### src/design/uis_pkg.sv
/*
 * Shared constants of the USB interface status and PHY control block:
 * register offsets, field positions, reset values and line symbols.
 * Assumes an 8-bit byte address on the register port, 32-bit data.
 */
package uis_pkg;
    localparam int ADDR_W = 8;
    // Register byte offsets.
    localparam logic [7:0] OFS_FLAGS = 8'h1C;
    localparam logic [7:0] OFS_HOLD  = 8'h20;
    localparam logic [7:0] OFS_PMASK = 8'h24;
    localparam logic [7:0] OFS_SOF   = 8'h28;
    localparam logic [7:0] OFS_PID   = 8'h2C;
    localparam logic [7:0] OFS_EP    = 8'h30;
    localparam logic [7:0] OFS_EPMSK = 8'h34;
    localparam logic [7:0] OFS_PWR   = 8'h38;
    localparam logic [7:0] OFS_PHY   = 8'h3C;
    localparam logic [7:0] OFS_IRQST = 8'h40;
    localparam logic [7:0] OFS_IRQMK = 8'h44;
    localparam logic [7:0] OFS_LINE  = 8'h48;
    // Field positions (low bit of each field).
    localparam int PM_A_LSB  = 0;
    localparam int PM_B_LSB  = 8;
    localparam int PM_C_LSB  = 16;
    localparam int SOF_HI    = 8;
    localparam int EP_VLD    = 4;
    localparam int PWR_VLD   = 8;
    localparam int PHY_PD    = 18;
    localparam int PHY_RSE0  = 13;
    localparam int PHY_RK    = 12;
    localparam int PHY_FLT   = 8;
    localparam int PHY_AUTO  = 7;
    localparam int PHY_CONF  = 4;
    // Flag bit indices and the flags that are pulses rather than levels.
    localparam int FL_TOKEN  = 6;
    localparam int FL_SE0    = 5;
    localparam int FL_K      = 4;
    localparam int FL_J      = 3;
    localparam int FL_CRC    = 2;
    localparam int FL_RXACT  = 1;
    localparam int FL_RXERR  = 0;
    localparam logic [6:0] FLAG_PULSE = 7'h44;
    localparam logic [31:0] RST_VAL   = 32'h0000_0000;
    // Full-speed line symbols on the two-bit line state.
    localparam logic [1:0] LS_SE0 = 2'h0;
    localparam logic [1:0] LS_J   = 2'h1;
    localparam logic [1:0] LS_K   = 2'h2;
endpackage : uis_pkg

### src/design/uis_filt_if.sv
/*
 * Carrier between the register block and its line state filter.
 * Assumes both ends sit on clk_sys.
 */
`timescale 1ns/10ps
interface uis_filt_if;
    logic [1:0] raw;
    logic [3:0] log2_len;
    logic [1:0] filt;
    modport ctrl (output raw, output log2_len, input filt);
    modport flt  (input raw, input log2_len, output filt);
endinterface : uis_filt_if

### src/design/uis_line_filter.sv
/*
 * Line state filter: a change of the line state is passed on only after
 * it has stood unchanged for two to the power log2_len clocks.
 * Assumes raw is already synchronised to clk_sys.
 */
`timescale 1ns/10ps
module uis_line_filter #(
    parameter int CNT_W = 16
) (
    input  wire logic clk_sys,
    input  wire logic rst_n,
    uis_filt_if.flt   fif
);
    logic [1:0]       cand;
    logic [CNT_W-1:0] cnt;
    logic [CNT_W-1:0] limit;

    // Fifteen is the largest length code, so the counter needs 16 bits.
    if (CNT_W < 16) begin : g_bad_width
        $error("uis_line_filter: CNT_W must be at least 16");
    end

    assign limit = (CNT_W'(1) << fif.log2_len) - CNT_W'(1);

    // Delay line changes.
    // A new candidate restarts the count, so glitches never reach filt.
    always_ff @(posedge clk_sys or negedge rst_n) begin
        if (!rst_n) begin
            cand     <= 2'h0;
            cnt      <= '0;
            fif.filt <= 2'h0;
        end else if (fif.raw != cand) begin
            cand <= fif.raw;
            cnt  <= '0;
        end else if (cand != fif.filt) begin
            if (cnt >= limit) begin
                fif.filt <= cand;
                cnt      <= '0;
            end else begin
                cnt <= cnt + CNT_W'(1);
            end
        end
    end
endmodule : uis_line_filter

### src/design/uis_top.sv
/*
 * Upper register set of the USB interface module: signal flags, flag
 * event ports, frame counter, last PID and endpoint, endpoint marking,
 * power signalling word, PHY control and a small interrupt block.
 * Assumes PHY line pins arrive asynchronously; packet decode strobes
 * come from logic on clk_sys.
 */
// Chosen here: strobed register access.
// Function
// - Three ports high on any masked flag.
// - Writable 11-bit frame counter, reset zero.
// - Capture last received PID, read-only.
// - Keep last endpoint with valid bit.
// - Marked endpoints leave with bit four set.
// - Control bit disables both data pulldowns.
// - Auto-resume cause bits, cleared by zero.
// - Filter line changes by two-power clocks.
// - Auto resume, else software polls line.
// - Drive PHY configuration pins from field.
// - Power word: data and valid bit.
// - Flags follow tokens, symbols, CRC, receive.
// - Sticky flags hold until one written.
`timescale 1ns/10ps
module uis_top #(
    parameter int FLT_CNT_W = 16
) (
    input  wire logic        clk_sys,
    input  wire logic        rst_n,
    input  wire logic [7:0]  addr,
    input  wire logic [31:0] wr_data,
    input  wire logic        wr_en,
    input  wire logic        rd_en,
    output logic      [31:0] rd_data,
    input  wire logic [1:0]  line_state,
    input  wire logic        rx_active,
    input  wire logic        rx_error,
    input  wire logic        token_ok,
    input  wire logic        crc16_fail,
    input  wire logic        pid_stb,
    input  wire logic [3:0]  pid_in,
    input  wire logic        ep_stb,
    input  wire logic [3:0]  ep_in,
    input  wire logic        sof_stb,
    input  wire logic [10:0] sof_in,
    input  wire logic        suspended,
    output logic             flag_event_port_a,
    output logic             flag_event_port_b,
    output logic             flag_event_port_c,
    output logic      [4:0]  rx_ep_out,
    output logic             rx_ep_stb,
    output logic             usb_data_port_low_pd_dis,
    output logic             usb_data_port_high_pd_dis,
    output logic      [2:0]  phy_config_pins,
    output logic      [7:0]  pwr_data,
    output logic             pwr_valid,
    output logic             resume_req,
    output logic             irq
);
    uis_filt_if fif ();

    logic [3:0]  sync1;
    logic [3:0]  sync2;
    logic [3:0]  sync3;
    logic [3:0]  pin_s;
    logic        rxact_d;
    logic        pkt_start;
    logic [6:0]  flags;
    logic [6:0]  next_flags;
    logic [6:0]  cond;
    logic [6:0]  flag_hold_select;
    logic [6:0]  flag_clr;
    logic [22:0] pmask;
    logic [22:0] next_pmask;
    logic [10:0] sof_cnt;
    logic [3:0]  pid_last;
    logic [3:0]  ep_last;
    logic        ep_valid;
    logic [15:0] ep_mark;
    logic        pd_dis;
    logic        res_se0;
    logic        res_k;
    logic [3:0]  flt_log2;
    logic        auto_res;
    logic [2:0]  conf;
    logic [1:0]  filt_d;
    logic        wake_se0;
    logic        wake_k;
    logic [2:0]  irq_st;
    logic [2:0]  irq_mask;
    logic [2:0]  irq_ev;
    logic        we_flags;
    logic        we_hold;
    logic        we_pmask;
    logic        we_sof;
    logic        we_epmsk;
    logic        we_pwr;
    logic        we_phy;
    logic        we_irqst;
    logic        we_irqmk;

    if (FLT_CNT_W < 16) begin : g_bad_cnt
        $error("uis_top: FLT_CNT_W must be at least 16");
    end

    // Write decode, one strobe per writable register.
    assign we_flags = wr_en && addr == uis_pkg::OFS_FLAGS;
    assign we_hold  = wr_en && addr == uis_pkg::OFS_HOLD;
    assign we_pmask = wr_en && addr == uis_pkg::OFS_PMASK;
    assign we_sof   = wr_en && addr == uis_pkg::OFS_SOF;
    assign we_epmsk = wr_en && addr == uis_pkg::OFS_EPMSK;
    assign we_pwr   = wr_en && addr == uis_pkg::OFS_PWR;
    assign we_phy   = wr_en && addr == uis_pkg::OFS_PHY;
    assign we_irqst = wr_en && addr == uis_pkg::OFS_IRQST;
    assign we_irqmk = wr_en && addr == uis_pkg::OFS_IRQMK;

    // Pin synchroniser; the settled copy moves only when stages 2 and 3
    // agree, which costs a cycle but rejects a single metastable sample.
    always_ff @(posedge clk_sys or negedge rst_n) begin
        if (!rst_n) begin
            sync1 <= 4'h0;
            sync2 <= 4'h0;
            sync3 <= 4'h0;
            pin_s <= 4'h0;
        end else begin
            sync1 <= {rx_error, rx_active, line_state};
            sync2 <= sync1;
            sync3 <= sync2;
            if (sync2 == sync3) begin
                pin_s <= sync3;
            end
        end
    end

    assign fif.raw      = pin_s[1:0];
    assign fif.log2_len = flt_log2;

    uis_line_filter #(
        .CNT_W (FLT_CNT_W)
    ) u_filter (
        .clk_sys (clk_sys),
        .rst_n   (rst_n),
        .fif     (fif)
    );

    // Start of a packet ends the life of non-sticky pulse flags.
    always_ff @(posedge clk_sys or negedge rst_n) begin
        if (!rst_n) begin
            rxact_d <= 1'b0;
        end else begin
            rxact_d <= pin_s[2];
        end
    end
    assign pkt_start = pin_s[2] && !rxact_d;

    assign cond[uis_pkg::FL_TOKEN] = token_ok;
    assign cond[uis_pkg::FL_SE0]   = fif.filt == uis_pkg::LS_SE0;
    assign cond[uis_pkg::FL_K]     = fif.filt == uis_pkg::LS_K;
    assign cond[uis_pkg::FL_J]     = fif.filt == uis_pkg::LS_J;
    assign cond[uis_pkg::FL_CRC]   = crc16_fail;
    assign cond[uis_pkg::FL_RXACT] = pin_s[2];
    assign cond[uis_pkg::FL_RXERR] = pin_s[3];
    assign flag_clr = we_flags ? wr_data[6:0] : 7'h00;

    // Sticky or following flags.
    // A new event beats a clear in the same cycle.
    for (genvar i = 0; i < 7; i++) begin : g_flag
        assign next_flags[i] = cond[i]
            | (flags[i] & ~flag_clr[i] & flag_hold_select[i])
            | (flags[i] & ~flag_clr[i] & uis_pkg::FLAG_PULSE[i] & ~pkt_start);
    end

    always_ff @(posedge clk_sys or negedge rst_n) begin
        if (!rst_n) begin
            flags <= 7'h00;
        end else begin
            flags <= next_flags;
        end
    end

    // Sticky selection per flag.
    always_ff @(posedge clk_sys or negedge rst_n) begin
        if (!rst_n) begin
            flag_hold_select <= 7'h00;
        end else if (we_hold) begin
            flag_hold_select <= wr_data[6:0];
        end
    end

    // Port masks keep only mapped bits.
    assign next_pmask = we_pmask ? (wr_data[22:0] & 23'h7F7F7F) : pmask;
    always_ff @(posedge clk_sys or negedge rst_n) begin
        if (!rst_n) begin
            pmask <= uis_pkg::RST_VAL[22:0];
        end else begin
            pmask <= next_pmask;
        end
    end

    always_ff @(posedge clk_sys or negedge rst_n) begin
        if (!rst_n) begin
            flag_event_port_a <= 1'b0;
            flag_event_port_b <= 1'b0;
            flag_event_port_c <= 1'b0;
        end else begin
            flag_event_port_a <= |(next_flags & next_pmask[uis_pkg::PM_A_LSB +: 7]);
            flag_event_port_b <= |(next_flags & next_pmask[uis_pkg::PM_B_LSB +: 7]);
            flag_event_port_c <= |(next_flags & next_pmask[uis_pkg::PM_C_LSB +: 7]);
        end
    end

    // Frame counter load.
    // A frame from the wire wins over a software write in the same cycle.
    always_ff @(posedge clk_sys or negedge rst_n) begin
        if (!rst_n) begin
            sof_cnt <= 11'h000;
        end else if (sof_stb) begin
            sof_cnt <= sof_in;
        end else if (we_sof) begin
            sof_cnt <= wr_data[10:0];
        end
    end

    always_ff @(posedge clk_sys or negedge rst_n) begin
        if (!rst_n) begin
            pid_last <= 4'h0;
            ep_last  <= 4'h0;
            ep_valid <= 1'b0;
        end else begin
            if (pid_stb) begin
                pid_last <= pid_in;
            end
            if (ep_stb) begin
                ep_last  <= ep_in;
                ep_valid <= 1'b1;
            end
        end
    end

    always_ff @(posedge clk_sys or negedge rst_n) begin
        if (!rst_n) begin
            ep_mark <= 16'h0000;
        end else if (we_epmsk) begin
            ep_mark <= wr_data[15:0];
        end
    end

    always_ff @(posedge clk_sys or negedge rst_n) begin
        if (!rst_n) begin
            rx_ep_out <= 5'h00;
            rx_ep_stb <= 1'b0;
        end else begin
            rx_ep_stb <= ep_stb;
            if (ep_stb) begin
                rx_ep_out <= {1'b0, ep_in} | (ep_mark[ep_in] ? 5'h10 : 5'h00);
            end
        end
    end

    always_ff @(posedge clk_sys or negedge rst_n) begin
        if (!rst_n) begin
            pwr_data  <= 8'h00;
            pwr_valid <= 1'b0;
        end else if (we_pwr) begin
            pwr_data  <= wr_data[7:0];
            pwr_valid <= wr_data[uis_pkg::PWR_VLD];
        end
    end

    // PHY control fields other than the cause bits.
    always_ff @(posedge clk_sys or negedge rst_n) begin
        if (!rst_n) begin
            pd_dis   <= 1'b0;
            flt_log2 <= 4'h0;
            auto_res <= 1'b0;
            conf     <= 3'h0;
        end else if (we_phy) begin
            pd_dis   <= wr_data[uis_pkg::PHY_PD];
            flt_log2 <= wr_data[uis_pkg::PHY_FLT +: 4];
            auto_res <= wr_data[uis_pkg::PHY_AUTO];
            conf     <= wr_data[uis_pkg::PHY_CONF +: 3];
        end
    end

    assign usb_data_port_low_pd_dis  = pd_dis;
    assign usb_data_port_high_pd_dis = pd_dis;
    assign phy_config_pins           = conf;

    // Automatic resume detect.
    // Only a fresh arrival of SE0 or K while suspended counts as a wake.
    always_ff @(posedge clk_sys or negedge rst_n) begin
        if (!rst_n) begin
            filt_d <= uis_pkg::LS_J;
        end else begin
            filt_d <= fif.filt;
        end
    end
    assign wake_se0 = auto_res && suspended && fif.filt == uis_pkg::LS_SE0
                      && filt_d != uis_pkg::LS_SE0;
    assign wake_k   = auto_res && suspended && fif.filt == uis_pkg::LS_K
                      && filt_d != uis_pkg::LS_K;

    // Resume cause bits.
    // Writing one leaves a bit alone; a wake beats a clearing write.
    always_ff @(posedge clk_sys or negedge rst_n) begin
        if (!rst_n) begin
            res_se0    <= 1'b0;
            res_k      <= 1'b0;
            resume_req <= 1'b0;
        end else begin
            resume_req <= wake_se0 || wake_k;
            if (wake_se0) begin
                res_se0 <= 1'b1;
            end else if (we_phy && !wr_data[uis_pkg::PHY_RSE0]) begin
                res_se0 <= 1'b0;
            end
            if (wake_k) begin
                res_k <= 1'b1;
            end else if (we_phy && !wr_data[uis_pkg::PHY_RK]) begin
                res_k <= 1'b0;
            end
        end
    end

    // Interrupt status: token, CRC failure, automatic resume.
    assign irq_ev = {wake_se0 || wake_k, crc16_fail, token_ok};
    always_ff @(posedge clk_sys or negedge rst_n) begin
        if (!rst_n) begin
            irq_st   <= 3'h0;
            irq_mask <= 3'h0;
        end else begin
            irq_st <= irq_ev | (irq_st & ~(we_irqst ? wr_data[2:0] : 3'h0));
            if (we_irqmk) begin
                irq_mask <= wr_data[2:0];
            end
        end
    end
    assign irq = |(irq_st & irq_mask);

    always_ff @(posedge clk_sys or negedge rst_n) begin
        if (!rst_n) begin
            rd_data <= uis_pkg::RST_VAL;
        end else if (rd_en) begin
            unique case (addr)
                uis_pkg::OFS_FLAGS: rd_data <= {25'h0, flags};
                uis_pkg::OFS_HOLD:  rd_data <= {25'h0, flag_hold_select};
                uis_pkg::OFS_PMASK: rd_data <= {9'h0, pmask};
                uis_pkg::OFS_SOF:   rd_data <= {21'h0, sof_cnt};
                uis_pkg::OFS_PID:   rd_data <= {28'h0, pid_last};
                uis_pkg::OFS_EP:    rd_data <= {27'h0, ep_valid, ep_last};
                uis_pkg::OFS_EPMSK: rd_data <= {16'h0, ep_mark};
                uis_pkg::OFS_PWR:   rd_data <= {23'h0, pwr_valid, pwr_data};
                uis_pkg::OFS_PHY:   rd_data <= {13'h0, pd_dis, 4'h0, res_se0,
                                                res_k, flt_log2, auto_res,
                                                conf, 4'h0};
                uis_pkg::OFS_IRQST: rd_data <= {29'h0, irq_st};
                uis_pkg::OFS_IRQMK: rd_data <= {29'h0, irq_mask};
                uis_pkg::OFS_LINE:  rd_data <= {30'h0, fif.filt};
                default:            rd_data <= 32'h0000_0000;
            endcase
        end else begin
            rd_data <= 32'h0000_0000;
        end
    end
endmodule : uis_top

### config.mk
export PLATFORM = sky130hd
export DESIGN_NAME = uis_top
export DESIGN_NICKNAME = d
export VERILOG_FILES = /design/src/design/uis_pkg.sv /design/src/design/uis_filt_if.sv /design/src/design/uis_line_filter.sv /design/src/design/uis_top.sv
export SDC_FILE = /design/constraint.sdc
export NUM_CORES = 1
export LEC_CHECK = 0
export BUFFER_PORTS_ARGS = -buffer_cell sky130_fd_sc_hd__buf_2
export CAP_MARGIN = 10
export CORE_MARGIN = 2
export CORE_UTILIZATION = 38
export DETAILED_ROUTE_END_ITERATION = 6
export PLACE_DENSITY_LB_ADDON = 0.15
export SLEW_MARGIN = 20
export SYNTH_ARGS = -nofsm -noshare
export SYNTH_HDL_FRONTEND = slang
export SYNTH_SLANG_ARGS = --single-unit
### constraint.sdc
create_clock -name clk_sys -period 4.6 [get_ports clk_sys]
set_input_delay 0.46 -clock clk_sys [delete_from_list [all_inputs] [get_ports clk_sys]]
set_output_delay 0.46 -clock clk_sys [all_outputs]
set_load 0.01 [all_outputs]
Word-level counts from Yosys, hierarchy flattened
Cells that the tools add are included.

word-level totals
  register bits = 169
  input port bits = 73
  output and inout port bits = 57
  word-level logic and storage cells = 148

operators by class
  $add $sub $neg = 2
  magnitude comparators = 2
  eq/ne operators = 18
  shifts and indexed selects = 1
  muxes and demuxes = 17
  bitwise operators = 42
  reductions and logical operators = 32

operators with widths
  cell                   number
  $pmux 23 s12           1
  $eq 8x6->1 const B     8
  $mux 16                3
  $mux 23                2
  $eq 8x7->1 const B     3
  $mux 11                2
  $and 7x7->7            3
  $reduce_or 7->1        3
  $logic_and 1x1->1      17
  $add 16x1->16 const B  1
  $and 1x1->1            16
  $ge 16x16->1           1
  $shl 1x4->16 const A   1
  $sub 16x2->16 const B  1
  $reduce_bool 2->1      5
  $not 1->1              9
  $or 1x1->1             9
  $eq 8x5->1 const B     1
  $mux 7                 1
  $and 3x3->3            2
  $lt 4x5->1 const B     1
  $mux 1                 5
  $mux 5                 1
  $or 4x5->5             1
  14 further kinds       17

Logic depth before layout (Yosys ltp)
Gate-level depths: netlist (run 1).

  word-level depth = 10
  gate-level depth with buffers = 16
  depth with buffers taken out = 13

Hierarchy
Synthesis (run 1) repeated with hierarchy kept, for this count alone.

unflattened totals
  cell total of the unflattened synthesis = 698
  area total of the unflattened synthesis = 7912.6 um2

by module, submodules not included
  module           instances  cells an instance  area an instance (um2)  sequential area each (um2)
  uis_top          1          510                6297.3                  3629.7
  uis_line_filter  1          188                1615.3                  500.5

Least setup slack after synthesis (run 1)
No wires, ideal clock.

  path type = register -> register
  from = register flt_log2[0], in the netlist fif.log2_len[0]
  to = register u_filter.cnt[10]
  setup time = 121 ps
  arrival time = 3519 ps
  data required time = 4479 ps
  setup slack = 960 ps
  stages on the path, launching flop included = 17
  path buffers = 3
  period minus slack after synthesis = 3640 ps
  path through = dfrtp_1 > clkbuf_1 > or2_2 > nand2b_1 > ha_1 > clkbuf_1 > nor4_1 > a31oi_1 > o22a_1 > ha_1 > nand2_1 > nor3_1 > or4b_2 > nand3_1 > o31a_1 > buf_2 > nor2_1

between the ends
  word-level cells in the longest chain between the ends = 6

RTL lines
  element                 RTL line               text
  start, declared         uis_top.sv:82          logic [3:0] flt_log2;
  start signal, assigned  uis_top.sv:278         flt_log2 <= wr_data[uis_pkg::PHY_FLT +: 4];
  $shl 1x4->16            uis_line_filter.sv:23  assign limit = (CNT_W'(1) << fif.log2_len) - CNT_W'(1);
  $sub 16x2->16           uis_line_filter.sv:23
  $ge 16x16->1            uis_line_filter.sv:36  if (cnt >= limit) begin
  $mux 16                 uis_line_filter.sv:36
  $mux 16                 uis_line_filter.sv:35  end else if (cand != fif.filt) begin
  $mux 16                 uis_line_filter.sv:32  end else if (fif.raw != cand) begin
  end signal, assigned    uis_line_filter.sv:40  cnt <= cnt + CNT_W'(1);
  end, declared           uis_line_filter.sv:15  logic [CNT_W-1:0] cnt;

Every way passes these cells. The select of a mux whose other input is x is not followed.
A chain may end at the register's enable or synchronous reset.

Worst setup path in the final report (run 1)
  from = register flt_log2[0], in the netlist fif.log2_len[0]
  to = register u_filter.cnt[15]

Same word-level chain as after synthesis.

==> results of run 1 <==
-- metal layers --
| layer | up-vias | GRT usage | part of all wire |
|---|---|---|---|
| li1 | 2651 | - | - |
| met1 | 2913 | 0.266 | 0.43 |
| met2 | 205 | 0.346 | 0.49 |
| met3 | 20 | 0.0481 | 0.062 |
| met4 | 0 | 0.0563 | 0.017 |
| met5 | - | 0 | 0 |
-- state kept, by name, summed over array words and instances, names as in the netlist, 3 cells and up --
signal and count:
pwr_data 8, pmask 21, pin_s 4, flags 7, phy_config_pins 3, u_filter.cnt 16
sync3 4, sync1 4, irq_mask 3, ep_mark 16, sync2 4, pid_last 4
sof_cnt 11, irq_st 3, fif.log2_len 4, rd_data 23, ep_last 3, flag_hold_select 7
-- cell type report --
class / instances / area, sq um / area share
Clock inverter: 15 / 184 / 0.0200
Multi-Input combinational cell: 451 / 3390 / 0.368
Inverter: 34 / 128 / 0.0139
Clock buffer: 17 / 425 / 0.0462
Sequential cell: 165 / 4130 / 0.448
Antenna cell: 1 / 2.50 / 0.000272
Timing Repair Buffer: 117 / 619 / 0.0672
Tap cell: 270 / 338 / 0.0367
-- through the flow --
| stage | instance area, sq um | setup slack, ps | util |
|---|---|---|---|
| 2_1_floorplan | 7850 | 960 | - |
| 3_3_place_gp | 8600 | 680 | 0.425 |
| 3_5_place_dp | 8600 | 562 | 0.425 |
| 4_1_cts | 9210 | 555 | 0.455 |
| 5_1_grt | 9210 | 269 | 0.455 |
| 6_report | 9210 | 581 | 0.455 |
-- power by group --
| part | internal, W | switching (W) |
|---|---|---|
| sequential | 0.00159 | 0.000132 |
| clock | 0.000783 | 0.000678 |
| combinational | 0.000211 | 0.000349 |
| total | 0.00258 | 0.00116 |
-- critical path, cell delays in order, from the launching register on --
cell      delay, ps
dfrtp_1         490
or2_2           380
nand2b_1        180
ha_1            310
xor2_1          180
nor2_1          110
a31oi_1          60
ha_1            320
nand4_1         100
nor3_1          260
or4b_2          610
nand3_1         350
o31a_1          440
nor2_1          100
-- path summary, 6_finish.rpt --
path	endpoint	slack, ps	cells after the start
worst max-delay path	u_filter.cnt[15]	580	13
worst min-delay path	pwr_data[2]	60	1
worst max register to register	u_filter.cnt[15]	580	13
worst min register to register	sync2[1]	350	0
max in group asynchronous	filt_d[0]	3570	2
min in group clk_sys	sync1[0]	140	1
-- cells by family (layout without fill, tap and decap cells) --
kind of cell,count (synthesis),in the layout
buf+inv,73,183
xor+xnor,21,21
other cells,2,11
simple gates,175,175
mux,98,98
flops,165,165
fa+ha+maj,18,18
compound gates,129,129
-- cell usage in the layout (no fill, tap or decap), types with 4 or more instances in the layout --
cell / netlist / final
and3_1: 13 / 13
mux2i_1: 29 / 29
inv_8: 0 / 4
a21o_1: 4 / 4
dfrtp_1: 164 / 164
buf_4: 10 / 5
nand2b_1: 7 / 7
a22oi_1: 15 / 15
nor2_1: 28 / 28
nor3_1: 12 / 12
mux4_2: 5 / 5
xnor2_1: 6 / 6
a31oi_1: 12 / 12
inv_6: 0 / 5
a22o_1: 6 / 6
nor3b_1: 4 / 4
o21ai_0: 26 / 26
a21oi_1: 25 / 25
nand2_1: 66 / 66
ha_1: 18 / 18
conb_1: 2 / 10
a222oi_1: 9 / 9
inv_1: 34 / 34
xor2_1: 15 / 15
o22ai_1: 7 / 7
mux2_2: 63 / 63
clkbuf_16: 0 / 17
buf_2: 8 / 110
nand3_1: 14 / 14
==> flow_metrics.py, run 1 <==
metrics = {
    "sta": {
        "finalSetupViolations": 0,
        "max-slew-margin-rel": 0.413,
        "hold_slack_ps": 56.1,
        "tns_ps": 0,
        "fin_crit_ps": 4020,
        "fin_skew_ps": 11.5,
        "slew_viol_final": 0,
        "timing.fmax_mhz": 249,
        "hold_viol": 0,
        "rsz0062_at_grt": "no",
        "period_share": 0.874,
        "worstMarginPinSlew_ps": 879,
    },
    "floorplan": {
        "die_w_microns": 147,
        "die_y_microns": 147,
        "rows": 52,
        "core_sq_mm": 0.0202,
        "start_util": 0.387,
        "die_area_sq_mm": 0.0218,
        "ios": 130,
    },
    "synthesis": {
        "yosys.area_share.xor_xnor": 0.0235,
        "synth-async-reset-ratio": 1.00,
        "syn_area_sq_mm": 0.00782,
        "synth_top_family_by_area": "multiplexers",
        "synth_edf_count": 0,
        "synth_compound_area_frac": 0.113,
        "synth_fa_ha_area_frac": 0.0288,
        "netlist_top_cells_area": "dfrtp_1, mux2_2, mux2i_1",
        "muxShareOfSynthArea": 0.144,
        "postSynthCellCount": 681,
        "post-synth-top-count-cell": "dfrtp_1",
        "synth_seq_cells": 165,
        "synth_top_area_frac": 0.525,
        "synthSimpleGateAreaFrac": 0.118,
        "netlist_top_cells_count": "dfrtp_1, nand2_1, mux2_2",
        "ys_types": 62,
        "ys_seq_area_frac": 0.528,
        "yosysTopAreaCell": "dfrtp_1",
        "yosysWarnings": 0,
        "ys.flop_type": "dfrtp_1",
        "synth_area_per_cell_sq_um": 11.5,
    },
    "min_path": {
        "min-delay-path-class": "in -> async",
    },
    "grt": {
        "gr-total-overflow": 0,
        "grt.total_usage": 0.205,
        "grt_max_degree": 86,
        "grt_pass1_wl_microns": 34100,
        "grt_antenna_before_repair": 1,
        "grt_pass1_vias": 6008,
    },
    "clock_network": {
        "clk_pin_slew_worst_paths_ps": 70,
        "cts_buffers": 17,
        "post-cts-setup-buffer-count": 0,
        "clock-sinks": 165,
        "clockBufferDepth": 2,
        "cts_resized": 0,
        "cts_root_buf": "clkbuf_16",
        "clk_latency_ps": 430,
        "h-tree-depth": 4,
        "holdBufCountCts": 0,
        "cts_tree": "built",
    },
    "detailed_routing": {
        "wl_per_cell_microns": 20.0,
        "drt-total-wl_microns": 21400,
        "vias": 5789,
        "vias_per_cell": 5.41,
        "drc": 0,
        "drt-initial-drc-count": 386,
        "final_antenna_net_count": 0,
        "first_pass_iters": 6,
    },
    "finish": {
        "stdcell_count": 1070,
        "fin_nets": 877,
        "drive_gt1_frac": 0.292,
        "fillers": 1929,
        "area_growth_pct": 17.8,
    },
    "pwr": {
        "p_leak_nw": 4.64,
        "vdd_ir_drop_max_uv": 253,
        "cellPowerDensity_mw_per_mm2": 406,
        "power.total_w": 0.00374,
    },
    "flow_run": {
        "maxCapViolCount": 0,
    },
    "critical_path": {
        "cp-start-kind": "flop",
        "arrival_ps": 4320,
        "crit_start": "fif.log2_len[0]",
        "path_max_fanout": 11,
        "crit_path_end_kind": "flop",
        "worstSetupPathType": "reg -> reg",
        "critPathRequiredTime_ps": 4900,
        "rr_startpoint": "fif.log2_len[0]",
    },
    "placed_design": {
        "gp_congestion": 0.832,
        "portBuffers": 111,
        "dpl.cell_count": 1037,
        "dp_hpwl_microns": 15300,
    },
    "status": {
        "status": "finished, final reports clean",
    },
}
Power figures use the tool's default switching activity.
==> inputs of run 2 (changes only) <==
--- a/config.mk
+++ b/config.mk
@@ -8,9 +8,9 @@
 export BUFFER_PORTS_ARGS = -buffer_cell sky130_fd_sc_hd__buf_2
 export CAP_MARGIN = 10
 export CORE_MARGIN = 2
-export CORE_UTILIZATION = 38
+export CORE_UTILIZATION = 57
 export DETAILED_ROUTE_END_ITERATION = 6
-export PLACE_DENSITY_LB_ADDON = 0.15
+export PLACE_DENSITY = 0.81
 export SLEW_MARGIN = 20
 export SYNTH_ARGS = -nofsm -noshare
 export SYNTH_HDL_FRONTEND = slang
==> flow_metrics.py, run 2 (synthesis results as in run 1) <==
metrics = {
    "finish": {
        "fillers": 1014,
        "fin_nets": 878,
        "area_growth_pct": 15.7,
        "mostFrequentLayoutCells": "dfrtp_1, buf_2, nand2_1",
        "regMostFlops": "rd_data",
        "n_antenna_cell": 0,
        "regArea_sq_mm": 0.00413,
        "final_core_utilization": 0.678,
        "drive_gt1_frac": 0.291,
        "stdcell_count": 976,
        "largest_reg_flops": 23,
        "final_common_cell": "dfrtp_1",
        "multi_input_area_sq_mm": 0.00339,
        "reg_top3": "rd_data: 23 flops, pmask: 21 flops",
    },
    "detailed_routing": {
        "vias": 5951,
        "vias_per_cell": 6.10,
        "final_antenna_net_count": 0,
        "first_pass_iters": 7,
        "drc": 0,
        "drt-initial-drc-count": 600,
        "met1_length_microns": 7770,
        "wl_met3_microns": 1610,
        "drt-total-wl_microns": 19800,
        "top_layer": "met4",
        "met2_wirelength_microns": 9930,
        "wl_per_cell_microns": 20.3,
    },
    "placed_design": {
        "portBuffers": 111,
        "dpl.cell_count": 944,
        "gp_congestion": 0.959,
        "dp_hpwl_microns": 14000,
        "place_ws_ps": 523,
    },
    "clock_network": {
        "cts_buffers": 17,
        "clockBufferDepth": 2,
        "post-cts-setup-buffer-count": 0,
        "holdBufCountCts": 0,
        "h-tree-depth": 4,
        "cts_root_buf": "clkbuf_16",
        "clock-sinks": 165,
        "clk_pin_slew_worst_paths_ps": 60,
        "cts_tree": "built",
        "cts_resized": 0,
        "clk_latency_ps": 430,
    },
    "status": {
        "status": "finished, final reports clean",
    },
    "critical_path": {
        "critPathRequiredTime_ps": 4890,
        "r2r_setup_slack_ps": 490,
        "crit_start": "fif.log2_len[0]",
        "cp-start-kind": "flop",
        "rr_startpoint": "fif.log2_len[0]",
        "worstSetupPathType": "reg -> reg",
        "crit_path_end_kind": "flop",
        "path_max_fanout": 11,
        "arrival_ps": 4400,
    },
    "sta": {
        "rsz0062_at_grt": "no",
        "fin_crit_ps": 4110,
        "slew_viol_final": 0,
        "fin_skew_ps": 7.37,
        "hold_viol": 0,
        "max-slew-margin-rel": 0.429,
        "finalSetupViolations": 0,
        "period_share": 0.893,
        "setup_ws_ps": 491,
        "timing.fmax_mhz": 243,
        "tns_ps": 0,
        "hold_slack_ps": 62.9,
        "worstMarginPinSlew_ps": 855,
    },
    "grt": {
        "grt_pass1_vias": 5988,
        "grt_max_degree": 80,
        "gr-total-overflow": 0,
        "grt_pass1_wl_microns": 31100,
        "grt.total_usage": 0.280,
        "grt_antenna_before_repair": 0,
    },
    "pwr": {
        "p_int_w": 0.00259,
        "p_sw_w": 0.00104,
        "power_frac_clock": 0.375,
        "seqPwrFrac": 0.474,
        "p_leak_nw": 4.61,
        "vdd_ir_drop_max_uv": 265,
        "cellPowerDensity_mw_per_mm2": 401,
        "pwr-share-comb": 0.151,
        "switching_share": 0.287,
    },
    "floorplan": {
        "start_util": 0.586,
        "ios": 130,
        "core_sq_mm": 0.0133,
        "die_y_microns": 121,
        "rows": 42,
        "die_area_sq_mm": 0.0147,
        "die_w_microns": 121,
    },
    "flow_run": {
        "maxCapViolCount": 0,
    },
    "min_path": {
        "min-delay-path-class": "in -> async",
    },
}
run 2: cell count changes in the layout (fill, tap and decap cells not counted), moves of 2 or more:
cell        change
clkinv_2        +2
buf_4           +2
inv_6           -5
clkinv_8        -3
inv_8           -4
clkbuf_8        +3
clkinvlp_4      +5
run 2: critical path, stage by stage (launching register included):
cell	delay, ps
dfrtp_1	490
or2_2	390
nand2b_1	180
ha_1	320
nor4_1	240
a31oi_1	80
o22a_1	200
ha_1	280
nand2_1	60
nor3_1	280
or4b_2	610
nand3_1	330
o31a_1	420
nor2_1	100
run 2: layer usage:
layer | vias to the layer above | global-route usage
li1 | 2668 | -
met1 | 2944 | 0.360
met2 | 295 | 0.467
met3 | 44 | 0.0569
met4 | 0 | 0.111
met5 | - | 0
run 2: layout make-up:
type | instances | share of cell area
timing repair buffer | 118 | 0.0679
clock buffer | 21 | 0.0520
tap | 176 | 0.0243
sequential | 165 | 0.456
clock inverter | 11 | 0.0113
inverter | 34 | 0.0141
multi-input combinational | 451 | 0.374
run 2: worst paths after layout:
check | end | cells past startpoint
setup / recovery | u_filter.cnt[3] | 13
hold / removal | pid_last[2] | 1
setup reg to reg | u_filter.cnt[3] | 13
hold reg to reg | sync2[0] | 0
max in group asynchronous | u_filter.fif.filt[1] | 2
min in group clk_sys | sync1[3] | 1
run 2: power by group through the flow:
stage	Sequential (W)	Combinational, W	Clock [W]
final	0.00172	0.000547	0.00136
after global routing	0.00174	0.000606	0.00143
after CTS	0.00172	0.000545	0.00137
after detailed placement	0.00174	0.000541	0
after global placement	0.00173	0.000518	0
after floorplan	0.00170	0.000361	0
run 2: through the flow:
| stage | total power, W | cell area [sq um] |
|---|---|---|
| after CTS | 0.00364 | 9050 |
| after floorplan | 0.00206 | 7850 |
| final | 0.00363 | 9050 |
| after global placement | 0.00225 | 8480 |
| after global routing | 0.00377 | 9050 |
| after detailed placement | 0.00229 | 8480 |
==> inputs of run 3 (changes only) <==
--- a/config.mk
+++ b/config.mk
@@ -7,10 +7,10 @@
 export LEC_CHECK = 0
 export BUFFER_PORTS_ARGS = -buffer_cell sky130_fd_sc_hd__buf_2
 export CAP_MARGIN = 10
-export CORE_MARGIN = 2
 export CORE_UTILIZATION = 57
 export DETAILED_ROUTE_END_ITERATION = 6
 export PLACE_DENSITY = 0.81
+export RECOVER_POWER = 25
 export SLEW_MARGIN = 20
 export SYNTH_ARGS = -nofsm -noshare
 export SYNTH_HDL_FRONTEND = slang
==> flow_metrics.py, run 3 (synthesis results as in run 1) <==
metrics = {
    "status": {
        "status": "finished, violations left",
        "failed_checks": "max-capacitance violations, max-slew violations",
    },
    "detailed_routing": {
        "drt-total-wl_microns": 19800,
        "wl_per_cell_microns": 20.4,
        "final_antenna_net_count": 0,
        "drt-initial-drc-count": 476,
        "drc": 0,
        "vias_per_cell": 6.10,
        "first_pass_iters": 5,
        "vias": 5943,
    },
    "finish": {
        "final_common_cell": "dfrtp_1",
        "area_growth_pct": 16.3,
        "fin_nets": 877,
        "fillers": 971,
        "mostFrequentLayoutCells": "dfrtp_1, buf_2, nand2_1",
        "regMostFlops": "rd_data",
        "reg_top3": "rd_data: 23 flops, pmask: 21 flops",
        "n_antenna_cell": 0,
        "largest_reg_flops": 23,
        "stdcell_count": 974,
        "design_area_sq_mm": 0.00910,
        "drive_gt1_frac": 0.287,
    },
    "grt": {
        "grt_pass1_vias": 5906,
        "grt_pass1_wl_microns": 31400,
        "grt_max_degree": 84,
        "grt_antenna_before_repair": 0,
        "grt.total_usage": 0.294,
        "gr-total-overflow": 0,
    },
    "sta": {
        "rsz0062_at_grt": "no",
        "max-slew-margin-rel": -1.40,
        "fin_skew_ps": 6.21,
        "timing.fmax_mhz": 249,
        "finalSetupViolations": 0,
        "period_share": 0.874,
        "fin_crit_ps": 4020,
        "slew_viol_final": 84,
        "hold_slack_ps": 143,
        "worstMarginPinSlew_ps": 3590,
        "tns_ps": 0,
        "hold_viol": 0,
    },
    "floorplan": {
        "ios": 130,
        "rows": 42,
        "die_w_microns": 119,
        "die_y_microns": 119,
        "core_sq_mm": 0.0133,
        "start_util": 0.588,
        "die_area_sq_mm": 0.0142,
    },
    "pwr": {
        "p_leak_nw": 4.64,
        "power_frac_clock": 0.399,
        "pwr-share-comb": 0.144,
        "seqPwrFrac": 0.457,
        "p_sw_w": 0.00103,
        "switching_share": 0.274,
        "vdd_ir_drop_max_uv": 236,
        "p_int_w": 0.00274,
        "cellPowerDensity_mw_per_mm2": 414,
    },
    "placed_design": {
        "dp_hpwl_microns": 13900,
        "place_area_sq_mm": 0.00847,
        "dpl.cell_count": 943,
        "gp_congestion": 0.870,
        "portBuffers": 111,
    },
    "critical_path": {
        "cp-start-kind": "flop",
        "path_max_fanout": 11,
        "rr_startpoint": "fif.log2_len[1]",
        "crit_start": "fif.log2_len[1]",
        "arrival_ps": 4310,
        "crit_path_end_kind": "flop",
        "critPathRequiredTime_ps": 4890,
        "worstSetupPathType": "reg -> reg",
    },
    "flow_run": {
        "maxCapViolCount": 1,
    },
    "clock_network": {
        "cts_tree": "built",
        "clock-sinks": 165,
        "clk_pin_slew_worst_paths_ps": 60,
        "cts_root_buf": "clkbuf_16",
        "post-cts-setup-buffer-count": 0,
        "cts_buffers": 17,
        "h-tree-depth": 4,
        "clockBufferDepth": 2,
        "clk_latency_ps": 420,
        "cts_resized": 0,
        "holdBufCountCts": 0,
    },
    "min_path": {
        "hp-start": "line_state[0]",
        "min-delay-path-class": "in -> reg",
    },
}
## run 3: layout make-up
type	count	area [sq um]	area share
Clock buffer	20	457	0.0502
Clock inverter	11	175	0.0193
Inverter	34	128	0.0140
Multi-Input combinational cell	451	3390	0.372
Sequential cell	165	4130	0.454
Tap cell	176	220	0.0242
Timing Repair Buffer	117	603	0.0663
## run 3: routing by layer
layer | track usage | vias to the layer above | wire [microns]
met5 | 0 | - | 0
met4 | 0.127 | 0 | 585
met3 | 0.0699 | 48 | 1790
met2 | 0.472 | 300 | 9550
met1 | 0.382 | 2943 | 7910
li1 | - | 2652 | -
## run 3: worst max-delay path, cell delays in order (launching register included)
cell	delay (ps)
dfrtp_1	510
or2_2	370
nand2b_1	180
ha_1	310
nor4_1	210
a31oi_1	80
o22a_1	200
ha_1	280
nand2_1	60
nor3_1	240
or4b_2	610
nand3_1	330
o31a_1	400
nor2_1	100
## run 3: power groups by stage
| stage | Clock [W] | Sequential [W] | Combinational [W] |
|---|---|---|---|
| floorplan | 0 | 0.00170 | 0.000361 |
| global placement | 0 | 0.00173 | 0.000515 |
| detailed placement | 0 | 0.00174 | 0.000535 |
| CTS | 0.00152 | 0.00172 | 0.000540 |
| global route | 0.00157 | 0.00174 | 0.000606 |
| finish | 0.00150 | 0.00173 | 0.000542 |
## run 3: final timing paths
path / end / slack (ps) / depth (start not counted)
max: u_filter.cnt[4] / 580 / 13
min: sync1[0] / 140 / 1
max reg2reg: u_filter.cnt[4] / 580 / 13
min reg2reg: sync2[2] / 350 / 0
max in group asynchronous: filt_d[0] / 1120 / 2
min in group asynchronous: pid_last[2] / 1420 / 1
## run 3: metrics by stage
| step | setup WS (ps) | util | total power (W) |
|---|---|---|---|
| final | 579 | 0.684 | 0.00377 |
| after global placement | 784 | 0.637 | 0.00225 |
| after detailed placement | 609 | 0.637 | 0.00228 |
| after floorplan | 960 | - | 0.00206 |
| after global routing | 279 | 0.684 | 0.00392 |
| after CTS | 588 | 0.685 | 0.00378 |
